`src/adc_window_regs.svh`:
```
// Register indices, field positions, reset values and bus codes.
`ifndef ADC_WINDOW_REGS_SVH
`define ADC_WINDOW_REGS_SVH

// Register indices; the byte address on the bus is four times the index.
`define IDX_RESULT_LOW 8'hBE
`define IDX_RESULT_HIGH 8'hBF
`define IDX_GT_LOW 8'hC4
`define IDX_GT_HIGH 8'hC5
`define IDX_LT_LOW 8'hC6
`define IDX_LT_HIGH 8'hC7
`define IDX_CONTROL 8'hE8
`define IDX_IRQ_STATUS 8'hF0
`define IDX_IRQ_MASK 8'hF1

// Field positions in the converter control register.
`define BIT_JUSTIFY 0
`define BIT_WIN_FLAG 1
`define BIT_START_LO 2
`define BIT_START_HI 3
`define BIT_BUSY 4
`define BIT_DONE_FLAG 5
`define BIT_TRACK_MODE 6
`define BIT_ENABLE 7

// Field positions in the interrupt status and mask registers.
`define IRQ_BIT_DONE 0
`define IRQ_BIT_WIN 1

// Reset values.
`define RST_BYTE 8'h00
`define RST_GT_LOW 8'hFF
`define RST_GT_HIGH 8'hFF
`define RST_LT_LOW 8'h00
`define RST_LT_HIGH 8'h00
`define RST_MASK 2'h0

// Bus response codes.
`define RESP_OKAY 2'h0
`define RESP_SLVERR 2'h2

`endif

```
`src/adc_window_pkg.sv`:
```
// Types shared by the converter control block and its comparator.
package adc_window_pkg;

    // One conversion result delivered by the analog converter.
    typedef struct packed {
        logic valid; // High for one cycle when the result is ready.
        logic [11:0] data; // Raw 12-bit conversion result.
    } conv_result_t;

    // Control lines driven toward the analog converter.
    typedef struct packed {
        logic enable; // Converter powered up.
        logic track; // Input sample stage tracking.
        logic start; // One-cycle conversion request.
    } conv_ctrl_t;

    // A formatted result word as seen in the high and low byte registers.
    typedef struct packed {
        logic [7:0] high; // Upper byte.
        logic [7:0] low; // Lower byte.
    } data_word_t;

endpackage

```
`src/adc_result_window_detector.sv`:
```
// Converter control, result formatting and window detector with AXI4-Lite.
//
// Overview of operation
// - Justify bit picks right or left placement.
// - Left justified high byte holds upper eight.
// - Every result taken while busy compared against limits, system notified.
// - Window match flag is readable for polling.
// - Limit order selects inside or outside match.
// - Less-than word is high byte then low.
// - Less-than high byte is read/write register.
// - Less-than low byte read/write, resets zero.
// - Enable low keeps converter in shutdown.
// - Track mode zero tracks except while converting.
//
// The implementer's own choice: the AXI4-Lite register port.
`timescale 1ns/1ps
`include "adc_window_regs.svh"

module adc_result_window_detector (
    input wire logic aclk, // System clock, 250 MHz.
    input wire logic aresetn, // Synchronous reset, active low.
    // AXI4-Lite write address channel.
    input wire logic [11:0] s_axi_awaddr, // Write byte address.
    input wire logic s_axi_awvalid, // Write address valid.
    output logic s_axi_awready, // Write address ready.
    // AXI4-Lite write data channel.
    input wire logic [31:0] s_axi_wdata, // Write data.
    input wire logic [3:0] s_axi_wstrb, // Write byte strobes.
    input wire logic s_axi_wvalid, // Write data valid.
    output logic s_axi_wready, // Write data ready.
    // AXI4-Lite write response channel.
    output logic [1:0] s_axi_bresp, // Write response.
    output logic s_axi_bvalid, // Write response valid.
    input wire logic s_axi_bready, // Write response ready.
    // AXI4-Lite read address channel.
    input wire logic [11:0] s_axi_araddr, // Read byte address.
    input wire logic s_axi_arvalid, // Read address valid.
    output logic s_axi_arready, // Read address ready.
    // AXI4-Lite read data channel.
    output logic [31:0] s_axi_rdata, // Read data.
    output logic [1:0] s_axi_rresp, // Read response.
    output logic s_axi_rvalid, // Read data valid.
    input wire logic s_axi_rready, // Read data ready.
    // Converter side.
    input adc_window_pkg::conv_result_t conv_result, // Finished result.
    output adc_window_pkg::conv_ctrl_t conv_ctrl, // Converter control.
    output logic irq // Level interrupt request.
);

    // Converter control register fields.
    logic converter_enable; // Converter powered up when set.
    logic track_mode; // Zero tracks continuously between conversions.
    logic conversion_done_flag; // Sticky conversion complete flag.
    logic conversion_busy; // Conversion under way.
    logic [1:0] start_mode_select; // Start source select, stored only.
    logic window_match_flag; // Sticky window match flag.
    logic justify_select; // Zero right, one left justify.

    // Data and limit registers.
    logic [7:0] result_high_byte; // Formatted result, upper byte.
    logic [7:0] result_low_byte; // Formatted result, lower byte.
    logic [7:0] greater_than_word_high; // Greater-than limit, upper byte.
    logic [7:0] greater_than_word_low; // Greater-than limit, lower byte.
    logic [7:0] less_than_word_high; // Less-than limit, upper byte.
    logic [7:0] less_than_word_low; // Less-than limit, lower byte.
    logic [1:0] irq_mask; // Interrupt enables per event.
    logic start_pulse; // Registered one-cycle conversion request.

    // Write channel holding state.
    logic aw_held; // Write address captured.
    logic w_held; // Write data captured.
    logic [11:0] wr_addr; // Captured write address.
    logic [7:0] wr_byte; // Captured low data byte.
    logic wr_lane; // Captured strobe for the low byte.

    // Comparator results.
    adc_window_pkg::data_word_t fmt_word; // Formatted incoming result.
    logic window_hit; // Incoming result inside selected region.
    logic [15:0] gt_word; // Greater-than limit word.
    logic [15:0] lt_word; // Less-than limit word.

    // Decoded write strobes.
    logic do_write; // A write is carried out this cycle.
    logic wr_mapped; // Write address hits the register window.
    logic [7:0] wr_index; // Register index of the write.
    logic wr_ctrl; // Write to the control register.
    logic wr_status; // Write to the interrupt status register.
    logic start_req; // Software asked for a conversion.
    logic done_evt; // A result arrives this cycle.
    logic [7:0] rd_index; // Register index of the read.
    logic [7:0] rd_byte; // Selected read data.
    logic rd_hit; // Read address is mapped.

    // Limit words are formed from their byte registers, high byte on top.
    assign gt_word = {greater_than_word_high, greater_than_word_low};
    assign lt_word = {less_than_word_high, less_than_word_low};

    // Results are only accepted while a conversion is pending.
    assign done_evt = conv_result.valid && conversion_busy;

    // One comparator looks at each result as it arrives.
    adc_window_compare adc_window_compare_i (
        .raw(conv_result.data),
        .justify(justify_select),
        .gt_word(gt_word),
        .lt_word(lt_word),
        .word(fmt_word),
        .match(window_hit)
    );

    // Write decode. Only byte lane zero carries register data.
    always_comb begin
        do_write = aw_held && w_held && !s_axi_bvalid;
        wr_index = wr_addr[9:2];
        wr_mapped = (wr_addr[11:10] == 2'h0) && (wr_addr[1:0] == 2'h0);
        case (wr_index)
            `IDX_RESULT_LOW, `IDX_RESULT_HIGH, `IDX_GT_LOW, `IDX_GT_HIGH,
            `IDX_LT_LOW, `IDX_LT_HIGH, `IDX_CONTROL, `IDX_IRQ_STATUS,
            `IDX_IRQ_MASK: wr_mapped = wr_mapped;
            default: wr_mapped = 1'b0;
        endcase
        wr_ctrl = do_write && wr_lane && wr_mapped
            && (wr_index == `IDX_CONTROL);
        wr_status = do_write && wr_lane && wr_mapped
            && (wr_index == `IDX_IRQ_STATUS);
        start_req = wr_ctrl && wr_byte[`BIT_BUSY] && !conversion_busy
            && converter_enable && wr_byte[`BIT_ENABLE];
    end

    // Bus ready signals; each channel is taken once and then held.
    assign s_axi_awready = !aw_held && !s_axi_bvalid;
    assign s_axi_wready = !w_held && !s_axi_bvalid;
    assign s_axi_arready = !s_axi_rvalid;

    // Address and data may be taken in either order.
    always_ff @(posedge aclk) begin
        if (!aresetn) begin
            aw_held <= 1'b0;
            w_held <= 1'b0;
            wr_addr <= 12'h000;
            wr_byte <= 8'h00;
            wr_lane <= 1'b0;
        end else if (do_write) begin
            aw_held <= 1'b0;
            w_held <= 1'b0;
        end else begin
            if (s_axi_awvalid && s_axi_awready) begin
                aw_held <= 1'b1;
                wr_addr <= s_axi_awaddr;
            end
            if (s_axi_wvalid && s_axi_wready) begin
                w_held <= 1'b1;
                wr_byte <= s_axi_wdata[7:0];
                wr_lane <= s_axi_wstrb[0];
            end
        end
    end

    // Write response; unmapped addresses answer with a slave error.
    always_ff @(posedge aclk) begin
        if (!aresetn) begin
            s_axi_bvalid <= 1'b0;
            s_axi_bresp <= `RESP_OKAY;
        end else if (do_write) begin
            s_axi_bvalid <= 1'b1;
            s_axi_bresp <= wr_mapped ? `RESP_OKAY : `RESP_SLVERR;
        end else if (s_axi_bready) begin
            s_axi_bvalid <= 1'b0;
        end
    end

    // Limit registers; software fills each byte on its own.
    always_ff @(posedge aclk) begin
        if (!aresetn) begin
            greater_than_word_high <= `RST_GT_HIGH;
            greater_than_word_low <= `RST_GT_LOW;
            less_than_word_high <= `RST_LT_HIGH;
            less_than_word_low <= `RST_LT_LOW;
            irq_mask <= `RST_MASK;
        end else if (do_write && wr_lane && wr_mapped) begin
            case (wr_index)
                `IDX_GT_HIGH: greater_than_word_high <= wr_byte;
                `IDX_GT_LOW: greater_than_word_low <= wr_byte;
                `IDX_LT_HIGH: less_than_word_high <= wr_byte;
                `IDX_LT_LOW: less_than_word_low <= wr_byte;
                `IDX_IRQ_MASK: irq_mask <= wr_byte[1:0];
                default: irq_mask <= irq_mask;
            endcase
        end
    end

    // Plain control fields of the converter control register.
    always_ff @(posedge aclk) begin
        if (!aresetn) begin
            converter_enable <= 1'b0;
            track_mode <= 1'b0;
            start_mode_select <= 2'h0;
            justify_select <= 1'b0;
        end else if (wr_ctrl) begin
            converter_enable <= wr_byte[`BIT_ENABLE];
            track_mode <= wr_byte[`BIT_TRACK_MODE];
            start_mode_select <= wr_byte[`BIT_START_HI:`BIT_START_LO];
            justify_select <= wr_byte[`BIT_JUSTIFY];
        end
    end

    // Busy is set by a software start and cleared when the result lands.
    // Disabling the converter drops a pending conversion.
    always_ff @(posedge aclk) begin
        if (!aresetn) begin
            conversion_busy <= 1'b0;
            start_pulse <= 1'b0;
        end else begin
            start_pulse <= start_req;
            if (!converter_enable) begin
                conversion_busy <= 1'b0;
            end else if (start_req) begin
                conversion_busy <= 1'b1;
            end else if (done_evt) begin
                conversion_busy <= 1'b0;
            end
        end
    end

    // Result bytes take the formatted word; software may also write them.
    always_ff @(posedge aclk) begin
        if (!aresetn) begin
            result_high_byte <= `RST_BYTE;
            result_low_byte <= `RST_BYTE;
        end else if (done_evt) begin
            result_high_byte <= fmt_word.high;
            result_low_byte <= fmt_word.low;
        end else if (do_write && wr_lane && wr_mapped) begin
            if (wr_index == `IDX_RESULT_HIGH) begin
                result_high_byte <= wr_byte;
            end else if (wr_index == `IDX_RESULT_LOW) begin
                result_low_byte <= wr_byte;
            end
        end
    end

    // Sticky flags. Hardware only sets them, and a set in the same cycle
    // as a software clear wins so no event is lost. The control register
    // clears by writing zero, the status register by writing one.
    always_ff @(posedge aclk) begin
        if (!aresetn) begin
            window_match_flag <= 1'b0;
            conversion_done_flag <= 1'b0;
        end else begin
            if (done_evt && window_hit) begin
                window_match_flag <= 1'b1;
            end else if (wr_ctrl && !wr_byte[`BIT_WIN_FLAG]) begin
                window_match_flag <= 1'b0;
            end else if (wr_status && wr_byte[`IRQ_BIT_WIN]) begin
                window_match_flag <= 1'b0;
            end
            if (done_evt) begin
                conversion_done_flag <= 1'b1;
            end else if (wr_ctrl && !wr_byte[`BIT_DONE_FLAG]) begin
                conversion_done_flag <= 1'b0;
            end else if (wr_status && wr_byte[`IRQ_BIT_DONE]) begin
                conversion_done_flag <= 1'b0;
            end
        end
    end

    // Read mux; reserved bits and unmapped indices read zero.
    always_comb begin
        rd_index = s_axi_araddr[9:2];
        rd_hit = (s_axi_araddr[11:10] == 2'h0)
            && (s_axi_araddr[1:0] == 2'h0);
        rd_byte = 8'h00;
        case (rd_index)
            `IDX_RESULT_HIGH: rd_byte = result_high_byte;
            `IDX_RESULT_LOW: rd_byte = result_low_byte;
            `IDX_GT_HIGH: rd_byte = greater_than_word_high;
            `IDX_GT_LOW: rd_byte = greater_than_word_low;
            `IDX_LT_HIGH: rd_byte = less_than_word_high;
            `IDX_LT_LOW: rd_byte = less_than_word_low;
            `IDX_CONTROL: begin
                rd_byte = {converter_enable, track_mode,
                    conversion_done_flag, conversion_busy,
                    start_mode_select, window_match_flag,
                    justify_select};
            end
            `IDX_IRQ_STATUS: begin
                rd_byte = {6'h00, window_match_flag,
                    conversion_done_flag};
            end
            `IDX_IRQ_MASK: rd_byte = {6'h00, irq_mask};
            default: rd_hit = 1'b0;
        endcase
    end

    // Read answer is registered one cycle after the address is taken.
    always_ff @(posedge aclk) begin
        if (!aresetn) begin
            s_axi_rvalid <= 1'b0;
            s_axi_rdata <= 32'h00000000;
            s_axi_rresp <= `RESP_OKAY;
        end else if (s_axi_arvalid && s_axi_arready) begin
            s_axi_rvalid <= 1'b1;
            s_axi_rdata <= {24'h000000, rd_hit ? rd_byte : 8'h00};
            s_axi_rresp <= rd_hit ? `RESP_OKAY : `RESP_SLVERR;
        end else if (s_axi_rready) begin
            s_axi_rvalid <= 1'b0;
        end
    end

    // Converter control outputs. Tracking in mode zero is continuous
    // except during a conversion; mode one leaves the sample stage held.
    always_comb begin
        conv_ctrl.enable = converter_enable;
        conv_ctrl.track = converter_enable && !track_mode
            && !conversion_busy;
        conv_ctrl.start = start_pulse;
    end

    // One level interrupt from the unmasked sticky flags.
    assign irq = |({window_match_flag, conversion_done_flag}
        & irq_mask);

endmodule // adc_result_window_detector

```
`src/adc_window_compare.sv`:
```
// Result justification and window comparison for one conversion result.
`timescale 1ns/1ps

module adc_window_compare (
    input wire logic [11:0] raw, // Raw 12-bit conversion result.
    input wire logic justify, // Zero selects right, one left justify.
    input wire logic [15:0] gt_word, // Greater-than limit word.
    input wire logic [15:0] lt_word, // Less-than limit word.
    output adc_window_pkg::data_word_t word, // Formatted result word.
    output logic match // Result lies in the selected region.
);

    // Format the result; right justified data sign-extends bit 11.
    always_comb begin
        if (justify) begin
            word.high = raw[11:4];
            word.low = {raw[3:0], 4'h0};
        end else begin
            word.high = {{4{raw[11]}}, raw[11:8]};
            word.low = raw[7:0];
        end
    end

    // The limits are compared with the word exactly as software reads it.
    // The relative order of the two limits picks inside or outside.
    always_comb begin
        if (gt_word < lt_word) begin
            // Inside window: strictly between the limits.
            match = (word > gt_word) && (word < lt_word);
        end else begin
            // Outside window: above greater-than or below less-than.
            match = (word > gt_word) || (word < lt_word);
        end
    end

endmodule // adc_window_compare

```
`config.mk`:
```
export PLATFORM = sky130hd
export DESIGN_NAME = adc_result_window_detector
export DESIGN_NICKNAME = d
export VERILOG_FILES = /design/src/adc_window_pkg.sv /design/src/adc_result_window_detector.sv /design/src/adc_window_compare.sv
export VERILOG_INCLUDE_DIRS = /design/src /design/src/src
export SDC_FILE = /design/constraint.sdc
export NUM_CORES = 1
export LEC_CHECK = 0
export ABC_CLOCK_PERIOD_IN_PS = 3000
export BUFFER_PORTS_ARGS = -buffer_cell sky130_fd_sc_hd__buf_2
export CAP_MARGIN = 20
export CORE_ASPECT_RATIO = 0.75
export CORE_MARGIN = 2
export CORE_UTILIZATION = 45
export CTS_CLUSTER_SIZE = 20
export DETAILED_ROUTE_END_ITERATION = 12
export PLACE_DENSITY = 0.73
export REMOVE_ABC_BUFFERS = 1
export SLEW_MARGIN = 20
export SYNTH_ARGS = -nofsm -noshare
export SYNTH_HDL_FRONTEND = slang
export SYNTH_SLANG_ARGS = --single-unit
```
`constraint.sdc`:
```
create_clock -name aclk -period 3 [get_ports aclk]
set_clock_uncertainty 0.05 [all_clocks]
set_input_delay 0.15 -clock aclk [delete_from_list [all_inputs] [get_ports aclk]]
set_output_delay 0.15 -clock aclk [all_outputs]
set_load 0.02 [all_outputs]
```
### After elaboration in Yosys (flattened, before gate mapping)

Cells that the tools add are included.

| storage, ports and cells | value |
|---|---|
| register bits | 96 |
| bits of input ports | 80 |
| output and inout port bits | 45 |
| word-level logic and storage cells | 138 |

| operators by class | value |
|---|---|
| $lt $le $gt $ge | 3 |
| equal/unequal tests | 19 |
| muxes and demuxes | 27 |
| bitwise gates (word level) | 3 |
| reduce and logical (&&, ||, !) cells | 61 |

Operators by type and width:

| cell | count |
|---|---|
| 8-bit equality test, second input constant | 18 |
| 8-bit case mux with 9 select lines | 1 |
| 8-bit two-way mux | 8 |
| 16-bit < comparator | 2 |
| 1-bit logical AND | 26 |
| 2-bit AND reduction | 9 |
| 9-bit OR reduction | 2 |
| 16-bit > comparator | 1 |
| 1-bit two-way mux | 15 |
| 15-bit two-way mux | 1 |
| 2-bit nonzero test | 6 |
| 1-bit zero test | 8 |
| 2-bit zero test | 4 |
| 3-bit nonzero test | 2 |
| 2-bit two-way mux | 2 |
| 2-bit OR reduction | 2 |
| 3-bit AND reduction | 1 |
| 2-bit bitwise AND | 1 |
| 2-bit != test, second input constant | 1 |
| 1-bit inverter | 2 |
| 1-bit logical OR | 1 |

### Logic depth before layout (Yosys ltp)

| depth | value |
|---|---|
| word-level depth | 10 |
| depth in mapped cells | 11 |
| mapped depth without buffers | 9 |

### Modules after synthesis

Synthesis repeated with hierarchy kept, for this count alone.

| second synthesis, totals | value |
|---|---|
| cells, all modules | 661 |
| area total of the unflattened synthesis | 5844.4 µm² |

Modules (own cells, without submodules):

| module | instances | cells an instance | area each (µm²) | sequential area each (µm²) |
|---|---|---|---|---|
| adc_result_window_detector | 1 | 492 | 4566.9 | 1881.8 |
| adc_window_compare | 1 | 169 | 1277.5 | 0.0 |

### Least setup slack after synthesis

Ideal clock, no wire load.

| timing path | value |
|---|---|
| path type | flip-flop to flip-flop |
| start | reg justify_select |
| end | reg window_match_flag |
| setup time | 0.079 ns |
| arrival | 2.433 ns |
| data required time | 2.871 ns |
| path slack | 0.438 ns |
| cell stages (with the launch flop) | 11 |
| path buffers | 2 |
| period minus slack after synthesis | 2.562 ns |
| cell sequence | dfxtp_1 -> clkbuf_1 -> clkbuf_1 -> mux2_2 -> ha_1 -> a21oi_1 -> o22a_1 -> a21oi_1 -> a2111oi_0 -> a41oi_1 -> o211ai_1 |

| between the ends | value |
|---|---|
| word-level cells in the longest chain between the ends | 6 |
| elaborated cells on any way between the ends | 9 |
| those cells by class | order compare: 2; mux: 3; reduce/logical: 4 |

Ends and longest elaborated chain:

| item | RTL line | source |
|---|---|---|
| start, declared | adc_result_window_detector.sv:57 | `logic justify_select;` |
| start signal, assigned | adc_result_window_detector.sv:203 | `` justify_select <= wr_byte[`BIT_JUSTIFY]; `` |
| 15-bit two-way mux (*) | adc_window_compare.sv:15 | `if (justify) begin` |
| 16-bit > comparator / 16-bit < comparator (equally long branches) | adc_window_compare.sv:29, adc_window_compare.sv:32 |  |
| 1-bit logical OR / 1-bit logical AND (equally long branches) | adc_window_compare.sv:32, adc_window_compare.sv:29 |  |
| 1-bit two-way mux (*) | adc_window_compare.sv:27 | `if (gt_word < lt_word) begin` |
| 1-bit logical AND (*) | adc_result_window_detector.sv:250 | `if (done_evt && window_hit) begin` |
| 3-bit nonzero test (no source line) / 1-bit two-way mux (equally long branches) | -- |  |
| end signal, assigned | adc_result_window_detector.sv:251 | `window_match_flag <= 1'b1;` |
| end signal, assigned | adc_result_window_detector.sv:253 | `window_match_flag <= 1'b0;` |
| end signal, assigned | adc_result_window_detector.sv:255 | `window_match_flag <= 1'b0;` |
| end, declared | adc_result_window_detector.sv:56 | `logic window_match_flag;` |

Every way passes the cells marked *; elsewhere a longest branch is shown, timed or not.
A chain may end at the register's enable or synchronous reset.

### Worst setup path in the final report

Ends and elaborated chain as after synthesis.

==> results.cfg <==
[logic_synthesis]
ys_seq_area_share_pct = 32.2
synthCells = 665
synth_edf_count = 0
yosysUniqueCellTypes = 63
synth_ff_type = dfxtp_1
synth_warnings = 0
ys_ff_latch = 94
synth-async-reset-ratio_pct = 0
netlist_area_sq_mm = 0.00584
syn_avg_cell_area_sq_um = 8.79

[power_and_ir_drop]
power_mw = 2.81
leakagePower_nw = 3.19
irDropWorstVdd_mv = 0.326
powerDensity_mw_per_mm2 = 429

[global_routing]
grt_first_pass_wirelength_mm = 24.4
grt_antenna_before_repair = 0
grt_util_all_layers_pct = 22.7
grt_pass1_vias = 4675
overflow = 0
grt_max_degree = 95

[die]
fp.dieW_um = 136
die-area_sq_mm = 0.0139
initial_core_util_pct = 45.5
die_h_um = 103
io-pin-count = 125
core_sq_mm = 0.0128
num_rows = 36

[drt]
drt_iter0_drc = 337
vias = 4995
viasPerCell = 5.57
drc = 0
wl_per_cell_um = 17.4
drt_wl_total_mm = 15.6
ant_nets = 0
firstDrtPassIters = 5

[cells_and_area]
num_antenna_cells = 0
area_growth_pct = 12.1
layout-drive-gt1-share_pct = 16.0
nets = 844

[place]
detailed_place_hpwl_mm = 11.8
place_congestion = 0.976
port_buffers = 71

[sta]
rsz0062_at_grt = false
timing.final.crit_share_pct = 89.9
max-slew-margin-rel_pct = 44.8
setup_viol = 0
finalHoldViolCount = 0
tightest_slew_ps = 829
max_freq_mhz = 371
fin_setup_tns_ps = 0
maxSlewViolCount = 0
finalCriticalPeriod_ps = 2700

[worst_hold_path]
hp-start = s_axi_awaddr[1]
hold_end = wr_addr[1]$_SDFFE_PN0P_
hold_path_depth = 3
hp-class = in -> reg

[setup_path]
r2r_cells = 10
rrSetupSlack_ps = 300
start_kind = register
worstPathMaxFanout = 8
setup.worst_path.end_class = register
cp_data_arrival_time_ps = 2900
r2r_start = justify_select$_SDFFE_PN0N_
worstSetupPathType = reg -> reg
required_ps = 3210
timing.rr.end = window_match_flag$_SDFFE_PN0P_

[outcome]
status = completed

[clocking]
cts_buffers = 9
cts-root-buf = clkbuf_16
post_cts_buffers = 0
clk_pin_slew_ps = 70
cts_hold_buffers = 0
cts_tree = built
clk_latency_ps = 340
clock-sinks = 94
clock_path_buffers = 2
cts_max_level = 3
ctsResizeCount = 0

[job]
maxCapViolations = 0
worst max-delay path by stage:
stage / endpoint / slack (ps) / start / cells past startpoint
finish: window_match_flag$_SDFFE_PN0P_ / 300 / justify_select$_SDFFE_PN0N_ / 10
global route: window_match_flag$_SDFFE_PN0P_ / 120 / justify_select$_SDFFE_PN0N_ / 10
CTS: window_match_flag$_SDFFE_PN0P_ / 370 / justify_select$_SDFFE_PN0N_ / 9
detailed placement: window_match_flag$_SDFFE_PN0P_ / 390 / justify_select$_SDFFE_PN0N_ / 9
global placement: window_match_flag$_SDFFE_PN0P_ / 480 / justify_select$_SDFFE_PN0N_ / 9
floorplan: window_match_flag$_SDFFE_PN0P_ / 520 / justify_select$_SDFFE_PN0N_ / 8
per-layer routing:
metal / GRT usage [%] / routed length [um]
met3: 4.13 / 1260
met2: 37.8 / 7040
met5: 0 / 0
met1: 30.8 / 7090
met4: 5.13 / 235
worst max-delay path, stage by stage (launching register included):
cell and delay [ps]:
dfxtp_1 330, buf_4 160, nand2b_1 170, nand2_1 200
ha_1 370, a211oi_1 300, o22a_1 190, a21oi_1 70
a2111oi_0 490, a41oi_1 90, o211ai_1 190
cells in the mapped netlist (5+ instances only):
| cell | n | share of area, % |
|---|---|---|
| inv_1 | 32 | 2.1 |
| nor2b_1 | 36 | 3.9 |
| a22oi_1 | 5 | 0.64 |
| nand3_1 | 10 | 0.86 |
| o21ai_0 | 17 | 1.5 |
| nand4_1 | 7 | 0.75 |
| nand2_1 | 118 | 7.6 |
| nor2_1 | 14 | 0.90 |
| buf_4 | 28 | 3.6 |
| o211a_1 | 16 | 2.7 |
| a21oi_1 | 11 | 0.94 |
| clkbuf_1 | 29 | 1.9 |
| nand2b_1 | 9 | 0.96 |
| a21boi_1 | 6 | 0.77 |
| mux2i_1 | 68 | 12 |
| nor4_1 | 5 | 0.54 |
| nor3_1 | 5 | 0.43 |
| and3_1 | 5 | 0.54 |
| ha_1 | 43 | 9.2 |
| a21boi_0 | 23 | 3.0 |
| o21ai_1 | 5 | 0.43 |
| mux2_2 | 10 | 1.9 |
| dfxtp_1 | 94 | 32 |
sequential cells by signal (all words and copies together), names as in the netlist, 8 cells and up:
register and count:
wr_addr 12, greater_than_word_high 8, greater_than_word_low 8, less_than_word_high 8
less_than_word_low 8, result_high_byte 8, result_low_byte 8, s_axi_rdata 8
wr_byte 8
layout make-up:
type | instances | area (sq um)
Multi-Input combinational cell | 503 | 3590
Sequential cell | 94 | 1880
Tap cell | 171 | 214
Clock buffer | 10 | 229
Fill cell | 1231 | 6280
Timing Repair Buffer | 81 | 430
Clock inverter | 6 | 86.3
Inverter | 32 | 120
metrics by stage:
| stage | setup slack, ps | instances | area [sq um] | hold slack, ps | util [%] |
|---|---|---|---|---|---|
| 3_5_place_dp | 390 | 881 | 6240 | 356 | 48.6 |
| 5_1_grt | 121 | 897 | 6550 | 5.57 | 51.0 |
| 4_1_cts | 365 | 897 | 6550 | 5.07 | 51.0 |
| 3_3_place_gp | 478 | 881 | 6240 | 338 | 48.6 |
| 6_report | 303 | 897 | 6550 | 6.09 | 51.0 |
| 2_1_floorplan | 523 | 629 | 5590 | 162 | - |
report_power, final:
part | switching, mW | internal (mW)
registers | 0.0426 | 1.27
clock network | 0.475 | 0.729
logic | 0.184 | 0.108
cell families (layout without fill, tap and decap cells):
logic type / Yosys count / count (layout) / share of synthesized area [%]
compound gates: 116 / 116 / 14.8
xor+xnor: 3 / 3 / 0.450
simple gates: 232 / 232 / 20.0
buf+inv: 93 / 129 / 7.94
other cells: 1 / 26 / 0.0642
fa+ha+maj: 44 / 44 / 9.38
mux: 82 / 82 / 15.1
flops: 94 / 94 / 32.2
cell usage in the layout, fill, tap and decap left out, drive strengths merged, types with 3 or more instances in the layout:
| cell type | Yosys | final |
|---|---|---|
| o21a | 3 | 3 |
| a21o | 4 | 4 |
| nor4 | 6 | 6 |
| o21ai | 22 | 22 |
| o211a | 16 | 16 |
| nand4 | 7 | 7 |
| inv | 32 | 32 |
| ha | 43 | 43 |
| nor4b | 5 | 5 |
| a221oi | 3 | 3 |
| mux2i | 68 | 68 |
| a211o | 4 | 4 |
| mux4 | 4 | 4 |
| buf | 32 | 81 |
| a21oi | 11 | 11 |
| and3 | 5 | 5 |
| nand2b | 9 | 9 |
| nor3b | 3 | 3 |
| dfxtp | 94 | 94 |
| nor3 | 5 | 5 |
| nand3b | 3 | 3 |
| mux2 | 10 | 10 |
| a22oi | 5 | 5 |
| a21boi | 29 | 29 |
| nand3 | 10 | 10 |
| nor2b | 36 | 36 |
| clkbuf | 29 | 10 |
| nand4b | 3 | 3 |
| clkinv | 0 | 3 |
| conb | 1 | 26 |
| nand2 | 118 | 118 |
| nor2 | 15 | 15 |
No activity file was read; power rests on OpenSTA's default activity.
